## src/common/tmx_pkg.sv

```systemverilog
package tmx_pkg;
  localparam int CNT_W       = 6;
  localparam int CHAIN_FIRST = 4;
  localparam int CHAIN_LAST  = 7;
  localparam int FLOAT_CNT   = 8;
  localparam int RSV_LAST    = 42;
  localparam int CLK_NS      = 50;
  localparam int CHAINS      = 4;
  localparam logic [CNT_W-1:0] CNT_SAT = 6'h2B;

  typedef enum logic [2:0] {
    TMX_NORMAL,
    TMX_CHAIN1,
    TMX_CHAIN2,
    TMX_CHAIN3,
    TMX_CHAIN4,
    TMX_FLOAT
  } tmx_mode_t;
endpackage

```

## src/common/tmx_sel_if.sv

```systemverilog
interface tmx_sel_if;
  logic                  count_done;
  logic [5:0]            count_value;
  modport counter (output count_done, output count_value);
  modport decoder (input count_done, input count_value);
endinterface

```

## src/rtl/tmx_test_mode.sv

```systemverilog
module tmx_test_mode
#(
  parameter int CH_W = 48
)
(
  input  wire logic            clock_in,
  input  wire logic            nrst_in,
  input  wire logic            power_good_input_in,
  input  wire logic            rtc_well_reset_pin_in,
  input  wire logic [CH_W-1:0] chain_pins_in [tmx_pkg::CHAINS],
  output logic                 test_active_out,
  output logic                 float_all_out,
  output logic [3:0]           chain_enable_out,
  output logic                 audio_link_serial_in_one_out,
  output logic                 audio_link_serial_in_one_oe_out,
  output logic                 battery_low_input_out,
  output logic                 battery_low_input_oe_out,
  output logic                 ring_indicate_input_out,
  output logic                 ring_indicate_input_oe_out,
  output logic                 overcurrent_zero_input_out,
  output logic                 overcurrent_zero_input_oe_out
);
  // pins listed are simply not ports of the chain inputs
  generate
    if (CH_W < 1)
    begin : g_bad_width
      $error("chain width must be at least one");
    end
  endgenerate

  tmx_sel_if sel ();

  tmx_low_counter u_cnt (
    .clock_in              (clock_in),
    .nrst_in               (nrst_in),
    .power_good_input_in   (power_good_input_in),
    .rtc_well_reset_pin_in (rtc_well_reset_pin_in),
    .sel                   (sel)
  );

  function automatic tmx_pkg::tmx_mode_t tmx_decode(input logic [5:0] c);
    tmx_pkg::tmx_mode_t m;
    m = tmx_pkg::TMX_NORMAL;
    if (c == 6'(tmx_pkg::CHAIN_FIRST))
      m = tmx_pkg::TMX_CHAIN1;
    else if (c == 6'(tmx_pkg::CHAIN_FIRST + 1))
      m = tmx_pkg::TMX_CHAIN2;
    else if (c == 6'(tmx_pkg::CHAIN_FIRST + 2))
      m = tmx_pkg::TMX_CHAIN3;
    else if (c == 6'(tmx_pkg::CHAIN_LAST))
      m = tmx_pkg::TMX_CHAIN4;
    else if (c >= 6'(tmx_pkg::FLOAT_CNT) && c <= 6'(tmx_pkg::RSV_LAST))
      m = tmx_pkg::TMX_FLOAT; // reserved counts treated as float, safe choice
    return m;
  endfunction

  tmx_pkg::tmx_mode_t mode;
  tmx_pkg::tmx_mode_t next_mode;
  logic [3:0]         parity;
  logic [3:0]         chain_on;
  logic [3:0]         next_chain_on;
  logic [3:0]         next_res;
  logic [3:0]         res;
  logic               next_active;
  logic               next_float;

  // cascade from first input to last; inverted so all-zero gives one
  genvar g;
  generate
    for (g = 0; g < tmx_pkg::CHAINS; g++)
    begin : g_chain
      logic [CH_W-1:0] casc;
      assign casc[0] = chain_pins_in[g][0];
      for (genvar k = 1; k < CH_W; k++)
      begin : g_stage
        assign casc[k] = casc[k-1] ^ chain_pins_in[g][k];
      end
      assign parity[g] = ~casc[CH_W-1];
    end
  endgenerate

  always_comb
  begin
    next_mode = mode;
    if (!power_good_input_in)
    begin
      next_mode = tmx_pkg::TMX_NORMAL;
    end
    else if (sel.count_done)
    begin
      next_mode = tmx_decode(sel.count_value);
    end
    next_chain_on = 4'h0;
    case (next_mode)
      tmx_pkg::TMX_CHAIN1: next_chain_on = 4'h1;
      tmx_pkg::TMX_CHAIN2: next_chain_on = 4'h2;
      tmx_pkg::TMX_CHAIN3: next_chain_on = 4'h4;
      tmx_pkg::TMX_CHAIN4: next_chain_on = 4'h8;
      default:             next_chain_on = 4'h0;
    endcase
    next_float  = next_mode == tmx_pkg::TMX_FLOAT;
    next_active = next_mode != tmx_pkg::TMX_NORMAL;
    next_res    = parity;
  end

  always_ff @(posedge clock_in)
  begin
    if (!nrst_in)
    begin
      mode             <= tmx_pkg::TMX_NORMAL;
      chain_on         <= 4'h0;
      res              <= 4'hF;
      test_active_out  <= 1'b0;
      float_all_out    <= 1'b0;
    end
    else
    begin
      mode             <= next_mode;
      chain_on         <= next_chain_on;
      res              <= next_res;
      test_active_out  <= next_active;
      float_all_out    <= next_float;
    end
  end

  // result pins drive only for their own chain
  assign chain_enable_out                = chain_on;
  assign audio_link_serial_in_one_out    = res[0];
  assign audio_link_serial_in_one_oe_out = chain_on[0];
  assign battery_low_input_out           = res[1];
  assign battery_low_input_oe_out        = chain_on[1];
  assign ring_indicate_input_out         = res[2];
  assign ring_indicate_input_oe_out      = chain_on[2];
  assign overcurrent_zero_input_out      = res[3];
  assign overcurrent_zero_input_oe_out   = chain_on[3];

  property p_float_no_drive;
    @(posedge clock_in) disable iff (!nrst_in)
    float_all_out |-> chain_enable_out == 4'h0;
  endproperty
  a_float_no_drive: assert property (p_float_no_drive) else $error("drive in float mode");

  property p_one_hot;
    @(posedge clock_in) disable iff (!nrst_in)
    $onehot0(chain_enable_out);
  endproperty
  a_one_hot: assert property (p_one_hot) else $error("more than one chain on");

  property p_pg_drop;
    @(posedge clock_in) disable iff (!nrst_in)
    !power_good_input_in |=> !test_active_out;
  endproperty
  a_pg_drop: assert property (p_pg_drop) else $error("mode kept without power good");

  property p_hold;
    @(posedge clock_in) disable iff (!nrst_in)
    (power_good_input_in && !sel.count_done) |=> $stable(chain_enable_out);
  endproperty
  a_hold: assert property (p_hold) else $error("mode changed without selection");

  property p_four;
    @(posedge clock_in) disable iff (!nrst_in)
    (power_good_input_in && sel.count_done && sel.count_value == 6'(tmx_pkg::CHAIN_FIRST))
      |=> chain_enable_out == 4'h1;
  endproperty
  a_four: assert property (p_four) else $error("count four not chain one");

  property p_eight;
    @(posedge clock_in) disable iff (!nrst_in)
    (power_good_input_in && sel.count_done && sel.count_value == 6'(tmx_pkg::FLOAT_CNT))
      |=> float_all_out;
  endproperty
  a_eight: assert property (p_eight) else $error("count eight not float");

  property p_short;
    @(posedge clock_in) disable iff (!nrst_in)
    (power_good_input_in && sel.count_done &&
     (sel.count_value < 6'(tmx_pkg::CHAIN_FIRST) || sel.count_value > 6'(tmx_pkg::RSV_LAST)))
      |=> !test_active_out;
  endproperty
  a_short: assert property (p_short) else $error("out of range count not normal");

  property p_parity;
    @(posedge clock_in) disable iff (!nrst_in)
    1'b1 |=> res[0] == ~^$past(chain_pins_in[0]);
  endproperty
  a_parity: assert property (p_parity) else $error("chain one parity wrong");
endmodule // tmx_test_mode

```

## src/rtl/tmx_low_counter.sv

```systemverilog
module tmx_low_counter
(
  input  wire logic clock_in,
  input  wire logic nrst_in,
  input  wire logic power_good_input_in,
  input  wire logic rtc_well_reset_pin_in,
  tmx_sel_if.counter sel
);
  logic                         low_d;
  logic                         next_low_d;
  logic [tmx_pkg::CNT_W-1:0]    cnt;
  logic [tmx_pkg::CNT_W-1:0]    next_cnt;
  logic                         done;
  logic                         next_done;

  always_comb
  begin
    next_low_d = rtc_well_reset_pin_in == 1'b0;
    next_cnt   = cnt;
    next_done  = 1'b0;
    if (!power_good_input_in)
    begin
      next_cnt = '0;
    end
    else if (!rtc_well_reset_pin_in)
    begin
      if (!low_d)
      begin
        next_cnt = 6'h01; // restart on falling edge
      end
      else if (cnt != tmx_pkg::CNT_SAT)
      begin
        next_cnt = cnt + 6'h01; // saturates above the reserved range
      end
    end
    else if (low_d)
    begin
      next_done = 1'b1; // rising edge closes the count
    end
  end

  always_ff @(posedge clock_in)
  begin
    if (!nrst_in)
    begin
      low_d <= 1'b0;
      cnt   <= '0;
      done  <= 1'b0;
    end
    else
    begin
      low_d <= next_low_d;
      cnt   <= next_cnt;
      done  <= next_done;
    end
  end

  assign sel.count_done  = done;
  assign sel.count_value = cnt;
endmodule // tmx_low_counter

```

## config.mk

```make
export PLATFORM = sky130hd
export DESIGN_NAME = tmx_test_mode
export DESIGN_NICKNAME = d
export VERILOG_FILES = /design/src/common/tmx_pkg.sv /design/src/common/tmx_sel_if.sv /design/src/rtl/tmx_test_mode.sv /design/src/rtl/tmx_low_counter.sv
export SDC_FILE = /design/constraint.sdc
export NUM_CORES = 1
export LEC_CHECK = 0
export BUFFER_PORTS_ARGS = -buffer_cell sky130_fd_sc_hd__buf_2
export CAP_MARGIN = 20
export CORE_MARGIN = 3
export CORE_UTILIZATION = 35
export CTS_BUF_LIST = sky130_fd_sc_hd__clkbuf_2
export CTS_CLUSTER_DIAMETER = 100
export CTS_CLUSTER_SIZE = 40
export DETAILED_ROUTE_END_ITERATION = 7
export GPL_TIMING_DRIVEN = 0
export PLACE_DENSITY = 0.75
export SLEW_MARGIN = 20
export SYNTH_ARGS = -nofsm -noshare
export SYNTH_HDL_FRONTEND = slang
export SYNTH_SLANG_ARGS = --single-unit
```

## constraint.sdc

```tcl
create_clock -name clock_in -period 2.6 [get_ports clock_in]
set_clock_uncertainty 0.2 [all_clocks]
set_input_delay 0.65 -clock clock_in [delete_from_list [all_inputs] [get_ports clock_in]]
set_output_delay 0.65 -clock clock_in [all_outputs]
set_load 0.05 [all_outputs]
```

==> results, run 1 <==
- Across the run, the number of max-cap violations was 0.
- The area share of xor/xnor cells in the synthesized design is 66.0%.
- The detailed router finished its first iteration with 28 violations.
- The mux share of post-synthesis cell area is 0%.
- The most frequent standard cell in the layout excluding fill and tap cells is sky130_fd_sc_hd__buf_2.
- The number of nets in the synthesized netlist is 479.
- The final cell area excluding filler cells is 0.00376 mm².
- The detail-routed via count per cell is 4.35.
- The area share of fa/ha/maj cells after synthesis is 1.94%.
- The part of the Yosys area used for sequential elements is 16.3%.
- Measured along the x axis, the die boundary spans 91.8 µm.
- The area after detailed placement is 0.00374 mm².
- At the pin with the least slew margin, the transition time is 494 ps.
- In this run the tightest slew margin relative to its limit is 67.0%.
- Measured along the y axis, the die boundary spans 91.8 µm.
- The number of hold-slack violations in the final timing report is 0.
- The die covers 0.00843 mm².
- After clock tree synthesis, the setup repair step added 0 buffers.
- The number of iterations in the first detailed-routing pass is 4.
- The standard cell core area is 0.00698 mm².
- The number of different library cells in the post-synthesis netlist is 32.
- The run finished with clean final reports.
- The endpoint of the worst register-to-register path is chain_enable_out[0]$_SDFF_PN0_.
- The highest attainable clock frequency is 518 MHz.
- The total overflow left after global routing is 0.
- The required time reported for the critical path endpoint is 2650 ps.
- The insertion delay of the later-clocked pin in the worst-skew pair is 320 ps.
- Leaving out fill and tap cells, the most frequent cells in the layout are sky130_fd_sc_hd__buf_2 (208), sky130_fd_sc_hd__xnor2_1 (157), sky130_fd_sc_hd__xor2_1 (27).
- Summing the areas of all compound-gate instances in the mapped netlist gives 5.63% of the synthesized area.
- Entering global routing, the biggest net connects 13 pins.
- The post-CTS resize count is 0.
- The type of the most critical hold path is flop to flop.
- In this run the power density over the cells is 462 mW/mm².
- After technology mapping, the gate count stands at 279.
- The starting density of the core is 36.9%.
- The congestion estimate from routability-driven global placement came to 0.784.
- The DRC violation count after routing is 0.
- The total global-route track usage is 13.9%.
- By area, the combinational part of the netlist is dominated by XOR/XNOR gates.
- STA puts the critical path data arrival time at 1980 ps.
- The capturing element type of the critical path is a flop.
- The share of final-layout standard cells stronger than drive strength 1 is 45.8%.
- By startpoint and endpoint, the worst setup path is classified as flop to flop.
- The deepest clock path buffer count is 2.
- The simple logic cell fraction of the synthesized area is 8.06%.
- The depth of the most critical reg-to-reg path is 6.
- The maximum fanout along the worst path is 7.
- Tracing the worst setup path back leads to its startpoint at u_cnt.sel.count_value[3]$_SDFFE_PN0P_.
- The total wirelength of the detailed-routed design is 6320 µm.
- The synthesized netlist occupies a cell area of 0.00258 mm².
- Summed over all failing endpoints, the final setup total negative slack is 0 ps.
- The average cell area after synthesis is 9.24 µm².
- CTS placed an instance of sky130_fd_sc_hd__clkbuf_2 at the clock tree root.
- Counting every sink on the clock net gives 21.
- The detailed-route via count is 2552.
- The startpoint of the lowest-slack register-to-register path is u_cnt.sel.count_value[3]$_SDFFE_PN0P_.
- The synthesis-to-finish area growth is 45.8%.
- Buffers inserted during clock tree synthesis total 3.
- TritonCTS built the clock tree.
- The number of antenna diodes in the final layout is 0.
- In this run the tool buffered the top-level ports with 208 buffer cells.
- The worst ir drop on vdd is 0.266 mV.
- After legalization and detailed placement, the total HPWL measured 5860 µm.
- The via count of the first global-routing pass is 2576.
- The number of I/O pins is 210.
- The cell row count is 30.
- The final count of pins violating max slew came to 0.
- Dividing the final minimum period by the clock period gives 74.3%.
- The worst reg-to-reg setup slack is 670 ps.
- The initial antenna violation count was 0.
- The clock transition at the register clock pins on the worst setup and hold paths after CTS is 200 ps.
- The number of setup violations in the final report is 0.
- The element type at the critical path start is a flop.
- Counting flops and latches in the post-synthesis netlist gives 21.
- The first global-routing pass estimated 9870 µm of wire.
- The wire length per cell after detailed routing is 10.8 µm.
- The count of warnings emitted by yosys is 0.
- In this run the number of H-tree levels came out at 1.
- The leakage power figure is 1.69 nW.
- The shortest period the worst path allows is 1930 ps.
- The layout net count is 692.
- Setup repair after global routing left no endpoint under its margin.
- The last element of the critical path is chain_enable_out[0]$_SDFF_PN0_.
- The detail route stage leaves a number of antenna-violating nets equal to 0.
- Hold repair after CTS inserted 0 buffers.
-- synthesized netlist by cell type --
master | number | area share, %
sky130_fd_sc_hd__a211oi_2 | 2 | 0.97
sky130_fd_sc_hd__a21o_1 | 2 | 0.58
sky130_fd_sc_hd__a21oi_1 | 2 | 0.39
sky130_fd_sc_hd__a21oi_2 | 1 | 0.34
sky130_fd_sc_hd__a22o_2 | 1 | 0.39
sky130_fd_sc_hd__a22oi_1 | 1 | 0.29
sky130_fd_sc_hd__a31oi_1 | 1 | 0.24
sky130_fd_sc_hd__and2_1 | 1 | 0.24
sky130_fd_sc_hd__and3_1 | 1 | 0.24
sky130_fd_sc_hd__buf_4 | 4 | 1.2
sky130_fd_sc_hd__clkbuf_1 | 1 | 0.15
sky130_fd_sc_hd__dfxtp_1 | 21 | 16
sky130_fd_sc_hd__ha_1 | 4 | 1.9
sky130_fd_sc_hd__inv_1 | 5 | 0.73
sky130_fd_sc_hd__nand2_1 | 13 | 1.9
sky130_fd_sc_hd__nand2_2 | 1 | 0.24
sky130_fd_sc_hd__nand2b_1 | 1 | 0.24
sky130_fd_sc_hd__nand3_1 | 4 | 0.78
sky130_fd_sc_hd__nor2_1 | 11 | 1.6
sky130_fd_sc_hd__nor2b_1 | 1 | 0.24
sky130_fd_sc_hd__nor3_1 | 3 | 0.58
sky130_fd_sc_hd__nor4_1 | 1 | 0.24
sky130_fd_sc_hd__nor4b_2 | 1 | 0.58
sky130_fd_sc_hd__nor4b_4 | 1 | 0.92
sky130_fd_sc_hd__o211ai_1 | 1 | 0.29
sky130_fd_sc_hd__o211ai_2 | 1 | 0.49
sky130_fd_sc_hd__o21a_1 | 3 | 0.87
sky130_fd_sc_hd__o221a_4 | 1 | 0.78
sky130_fd_sc_hd__or3_1 | 1 | 0.24
sky130_fd_sc_hd__xnor2_1 | 157 | 53
sky130_fd_sc_hd__xnor3_1 | 4 | 3.5
sky130_fd_sc_hd__xor2_1 | 27 | 9.2
-- routing by layer --
layer	routed length, µm	track usage (%)	share of wire, %
met2	3770	32.3	60
met4	48	3.47	0.76
met5	0	0	0
met3	535	1.64	8.5
met1	1960	11.6	31
-- where the power goes --
part | switching, mW | leakage (nW) | internal, mW
logic | 0.503 | 1.50 | 0.737
registers | 0.00919 | 0.171 | 0.355
clock network | 0.0985 | 0.0164 | 0.0349
-- worst min-delay path by stage --
stage                      startpoint                         endpoint  slack [ps]  cells after the start
2_1_floorplan  u_cnt.low_d$_SDFF_PN0_  u_cnt.sel.count_done$_SDFF_PN0_         240                      2
3_3_place_gp   u_cnt.low_d$_SDFF_PN0_  u_cnt.sel.count_done$_SDFF_PN0_         280                      2
3_5_place_dp   u_cnt.low_d$_SDFF_PN0_  u_cnt.sel.count_done$_SDFF_PN0_         280                      2
4_1_cts        u_cnt.low_d$_SDFF_PN0_  u_cnt.sel.count_done$_SDFF_PN0_         280                      2
5_1_grt        u_cnt.low_d$_SDFF_PN0_  u_cnt.sel.count_done$_SDFF_PN0_         300                      2
6_report       u_cnt.low_d$_SDFF_PN0_  u_cnt.sel.count_done$_SDFF_PN0_         290                      2
-- registers in the layout (all words and copies together) (netlist names) --
register               count
float_all_out              1
test_active_out            1
chain_enable_out           4
u_cnt.sel.count_done       1
mode                       3
u_cnt.sel.count_value      6
res                        4
u_cnt.low_d                1
-- area by class of cell --
cell class / instances / area (µm²)
Fill cell: 668 / 3220
Multi-Input combinational cell: 248 / 2100
Timing Repair Buffer: 208 / 1040
Sequential cell: 21 / 420
Tap cell: 96 / 120
Buffer: 5 / 33.8
Inverter: 5 / 18.8
Clock buffer: 3 / 15.0
Clock inverter: 1 / 5.00
-- worst max-delay path, cell delays in order (launching register included) --
cell and delay (ps):
sky130_fd_sc_hd__dfxtp_1 440, sky130_fd_sc_hd__nor4b_4 400, sky130_fd_sc_hd__nand2_1 90, sky130_fd_sc_hd__a22oi_1 240
sky130_fd_sc_hd__o221a_4 260, sky130_fd_sc_hd__nand2_2 60, sky130_fd_sc_hd__a211oi_2 180
-- stage by stage --
| stage | utilization [%] | total power, mW | setup slack (ps) | hold slack, ps | std cells |
|---|---|---|---|---|---|
| after floorplan | - | 1.34 | 641 | 245 | 279 |
| final | 53.8 | 1.74 | 669 | 288 | 587 |
| after detailed placement | 53.5 | 1.63 | 373 | 284 | 583 |
| after CTS | 53.8 | 1.77 | 664 | 283 | 587 |
| after global routing | 53.8 | 1.87 | 544 | 298 | 587 |
| after global placement | 53.5 | 1.61 | 348 | 277 | 583 |
-- cells by family (layout without fill, tap and decap cells) --
logic type	after synthesis	count (layout)
xor gates and xnor gates	188	188
and+or+nand+nor	40	40
DFF	21	21
AOI/OAI and AO/OA	16	16
buffers and inverters	10	222
adders and majority gates	4	4
(Power assumes the default switching activity.)
==> inputs of run 2 (changes only) <==
Settings changed: PLACE_DENSITY 0.75 to 0.78.
Clock period 2.6 ns to 1.6 ns, I/O delays scaled along.
==> results, run 2 (synthesis gave the netlist of run 1 again) <==
- The total power is 2.94 mW (+69%).
- The worst slew margin relative to its limit is 66.6% (-0.49 points).
- The sequential share of power came to 20.1% (-0.9 points).
- The worst setup path is launched from a flop.
- The post-detailed-placement half-perimeter wirelength came to 6100 µm (+4.0%).
- The share of total power consumed by net switching came to 35.8% (+0.69 points).
- The areal power density over the cells is 724 mW/mm² (+57%).
- The count of filler cells inserted in the layout is 621 (-7.0%).
- The detailed-route via count is 2555 (+0.12%).
- The required time reported for the critical path endpoint is 1660 ps (-990 ps).
- The number of DRC markers in iteration 0 is 35 (+25%).
- The insertion delay of the later-clocked pin in the worst-skew pair is 330 ps (about the same).
- The final critical-path setup slack is -228 ps (-898 ps).
- The net switching power is 1.05 mW (+72%).
- The logic gate share of total power is 72.3% (+0.9 points).
- Tracing the worst setup path back leads to its startpoint at u_cnt.sel.count_value[5]$_SDFFE_PN0P_.
- The slew at the pin closest to its max-slew limit is 502 ps (+7.30 ps).
- The number of maximum-capacitance violations is 0 (unchanged).
- The detail-routed via count per cell came to 4.32 (-0.56%).
- The biggest cell delay along the critical path is 410 ps (-30 ps).
- The cell row count is 30 (unchanged).
- The maximum fanout along the worst path came to 5 (-2).
- The startpoint of the lowest-slack register-to-register path is u_cnt.sel.count_value[5]$_SDFFE_PN0P_.
- The highest attainable clock frequency is 547 MHz (+5.6%).
- The number of I/O pins is 210 (unchanged).
- The remaining number of nets flagged by the antenna check after routing is 0 (unchanged).
- Setup repair after global routing could not meet its margin everywhere.
- The part of the total power dissipated in the clock network is 7.7% (about the same).
- The number of hold-slack violations in the final timing report was 0 (unchanged).
- The total clock sinks came to 21 (unchanged).
- The capturing element type of the critical path is a flop.
- The fraction of the cycle the final worst path needs came to 114% (+40 points).
- The launch instance of the worst min-delay path is rtc_well_reset_pin_in.
- The number of flip-flops in the largest register was 6 (unchanged).
- The clock transition at the register clock pins on the worst setup and hold paths after CTS is 210 ps (about the same).
- The initial antenna violation count is 0 (unchanged).
- The global-route wire length before repair was 10500 µm (+6.7%).
- The deepest clock path buffer count is 2 (unchanged).
- Traced cell by cell, the critical path runs through nor4b_4, o21a_1, a211oi_2, a21o_1, o21a_1, o21a_1.
- The total CTS buffers is 3 (unchanged).
- The wire length per cell after detailed routing is 11.9 µm (+10%).
- The most frequent standard cell in the layout excluding fill and tap cells is sky130_fd_sc_hd__buf_2.
- The run finished, with violations left.
- For this design, the slowest cell found on the critical path is sky130_fd_sc_hd__dfxtp_4.
- The starting density of the core is 36.9% (unchanged).
- The worst setup slack before clock tree synthesis is -380 ps (-754 ps).
- The total global-route track usage is 14.9% (+0.99 points).
- The total internal power is 1.88 mW (+67%).
- The cell seen most often among critical-path stages is sky130_fd_sc_hd__o21a_1.
- The standard cell core area was 0.00698 mm² (unchanged).
- The count of input and output buffers came to 208 (unchanged).
- The worst setup path is of the flop to flop kind.
- The total congestion overflow is 0 (unchanged).
- The pin count of the biggest net entering global routing is 13 (unchanged).
- The worst ir drop on vdd is 0.460 mV (+73%).
- The number of setup violations in the final report was 9 (+9).
- The overall die width is 91.8 µm (unchanged).
- The DRC violation count after routing came to 0 (unchanged).
- The type of the most critical hold path is input port to flop.
- The final reports fail on setup timing.
- The final count of pins violating max slew is 0 (unchanged).
- The layout net count is 696 (+0.58%).
- The shortest period the worst path allows is 1830 ps (-102 ps).
- The die boundary height is 91.8 µm (unchanged).
- TritonCTS built the clock tree.
- The root buffer cell is sky130_fd_sc_hd__clkbuf_2.
- The placer congestion estimate is 0.773 (-1.5%).
- The area enclosed by the die boundary came to 0.00843 mm² (unchanged).
- The total wirelength of the detailed-routed design is 7020 µm (+11%).
- The leakage power figure is 1.82 nW (+7.6%).
- The via count of the first global-routing pass came to 2666 (+3.5%).
- The data arrival time at the worst-slack endpoint was 1890 ps (-90 ps).
- The share of final-layout standard cells stronger than drive strength 1 is 52.5% (+6.7 points).
- The level count of the clock H-tree came to 1 (unchanged).
- The top cell types in the final layout, fill and taps aside, are sky130_fd_sc_hd__buf_2 (192), sky130_fd_sc_hd__xnor2_1 (145), sky130_fd_sc_hd__xor2_1 (22).
- The number of iterations in the first detailed-routing pass came to 4 (unchanged).
- The synthesis-to-finish area growth is 57.4%.
- The antenna diode instance count is 0 (unchanged).
==> run 2: cell type report <==
class	instances	area [µm²]	share of cell area (%)
repair buffers	212	1160	28.5
multi-input cells	248	2260	55.7
well taps	96	120	2.96
clock inverters	1	5.00	0.123
inverters	5	18.8	0.463
clock buffers	3	15.0	0.370
flip-flops and latches	21	440	10.9
plain buffers	5	41.3	1.02
==> run 2: repair_timing <==
item | CTS | global route
gates resized for setup | 12 | 43
setup endpoints to repair | 17 | 27
pin swaps | 9 | 25
buffers inserted | 2 | 2
hold buffers | 0 | 0
==> run 2: worst paths after layout <==
kind	to	slack [ps]	cells past startpoint
worst max-delay path	test_active_out$_SDFF_PN0_	-230	6
worst min-delay path	u_cnt.low_d$_SDFF_PN0_	90	2
worst min register to register	u_cnt.sel.count_done$_SDFF_PN0_	330	2
worst max register to register	test_active_out$_SDFF_PN0_	-230	6
==> run 2: critical path: cells and delay by family (launching register included) <==
| family | cells | cell delay, ps |
|---|---|---|
| DFF | 1 | 410 |
| and+or+nand+nor | 1 | 370 |
| AOI/OAI and AO/OA | 5 | 790 |
==> run 2: stage by stage <==
step | TNS [ps] | hold WS (ps) | cell area (µm²) | std cells | util, %
2_1_floorplan | -641 | 245 | 2580 | 279 | -
3_3_place_gp | -2230 | 281 | 3740 | 583 | 53.6
3_5_place_dp | -2640 | 300 | 3740 | 583 | 53.6
4_1_cts | -1430 | 52.5 | 3830 | 589 | 54.8
5_1_grt | -2570 | 67.0 | 4060 | 591 | 58.1
6_report | -1400 | 88.9 | 4060 | 591 | 58.1
==> run 2: per-layer routing <==
| layer | share of wire (%) | wire (µm) | vias to the layer above | GRT usage [%] |
|---|---|---|---|---|
| met5 | 0 | 0 | - | 0 |
| met4 | 0.41 | 29 | 0 | 3.47 |
| met3 | 8.3 | 584 | 2 | 2.05 |
| met2 | 58 | 4080 | 133 | 32.5 |
| met1 | 33 | 2330 | 1118 | 14.0 |
| li1 | - | - | 1302 | - |
==> run 2: power by group through the flow <==
stage          combinational (mW)  clock [mW]  sequential (mW)
6_report                     2.12       0.225            0.590
3_3_place_gp                 2.05           0            0.606
4_1_cts                      2.09       0.231            0.594
5_1_grt                      2.28       0.253            0.599
2_1_floorplan                1.43           0            0.747
3_5_place_dp                 2.07           0            0.607
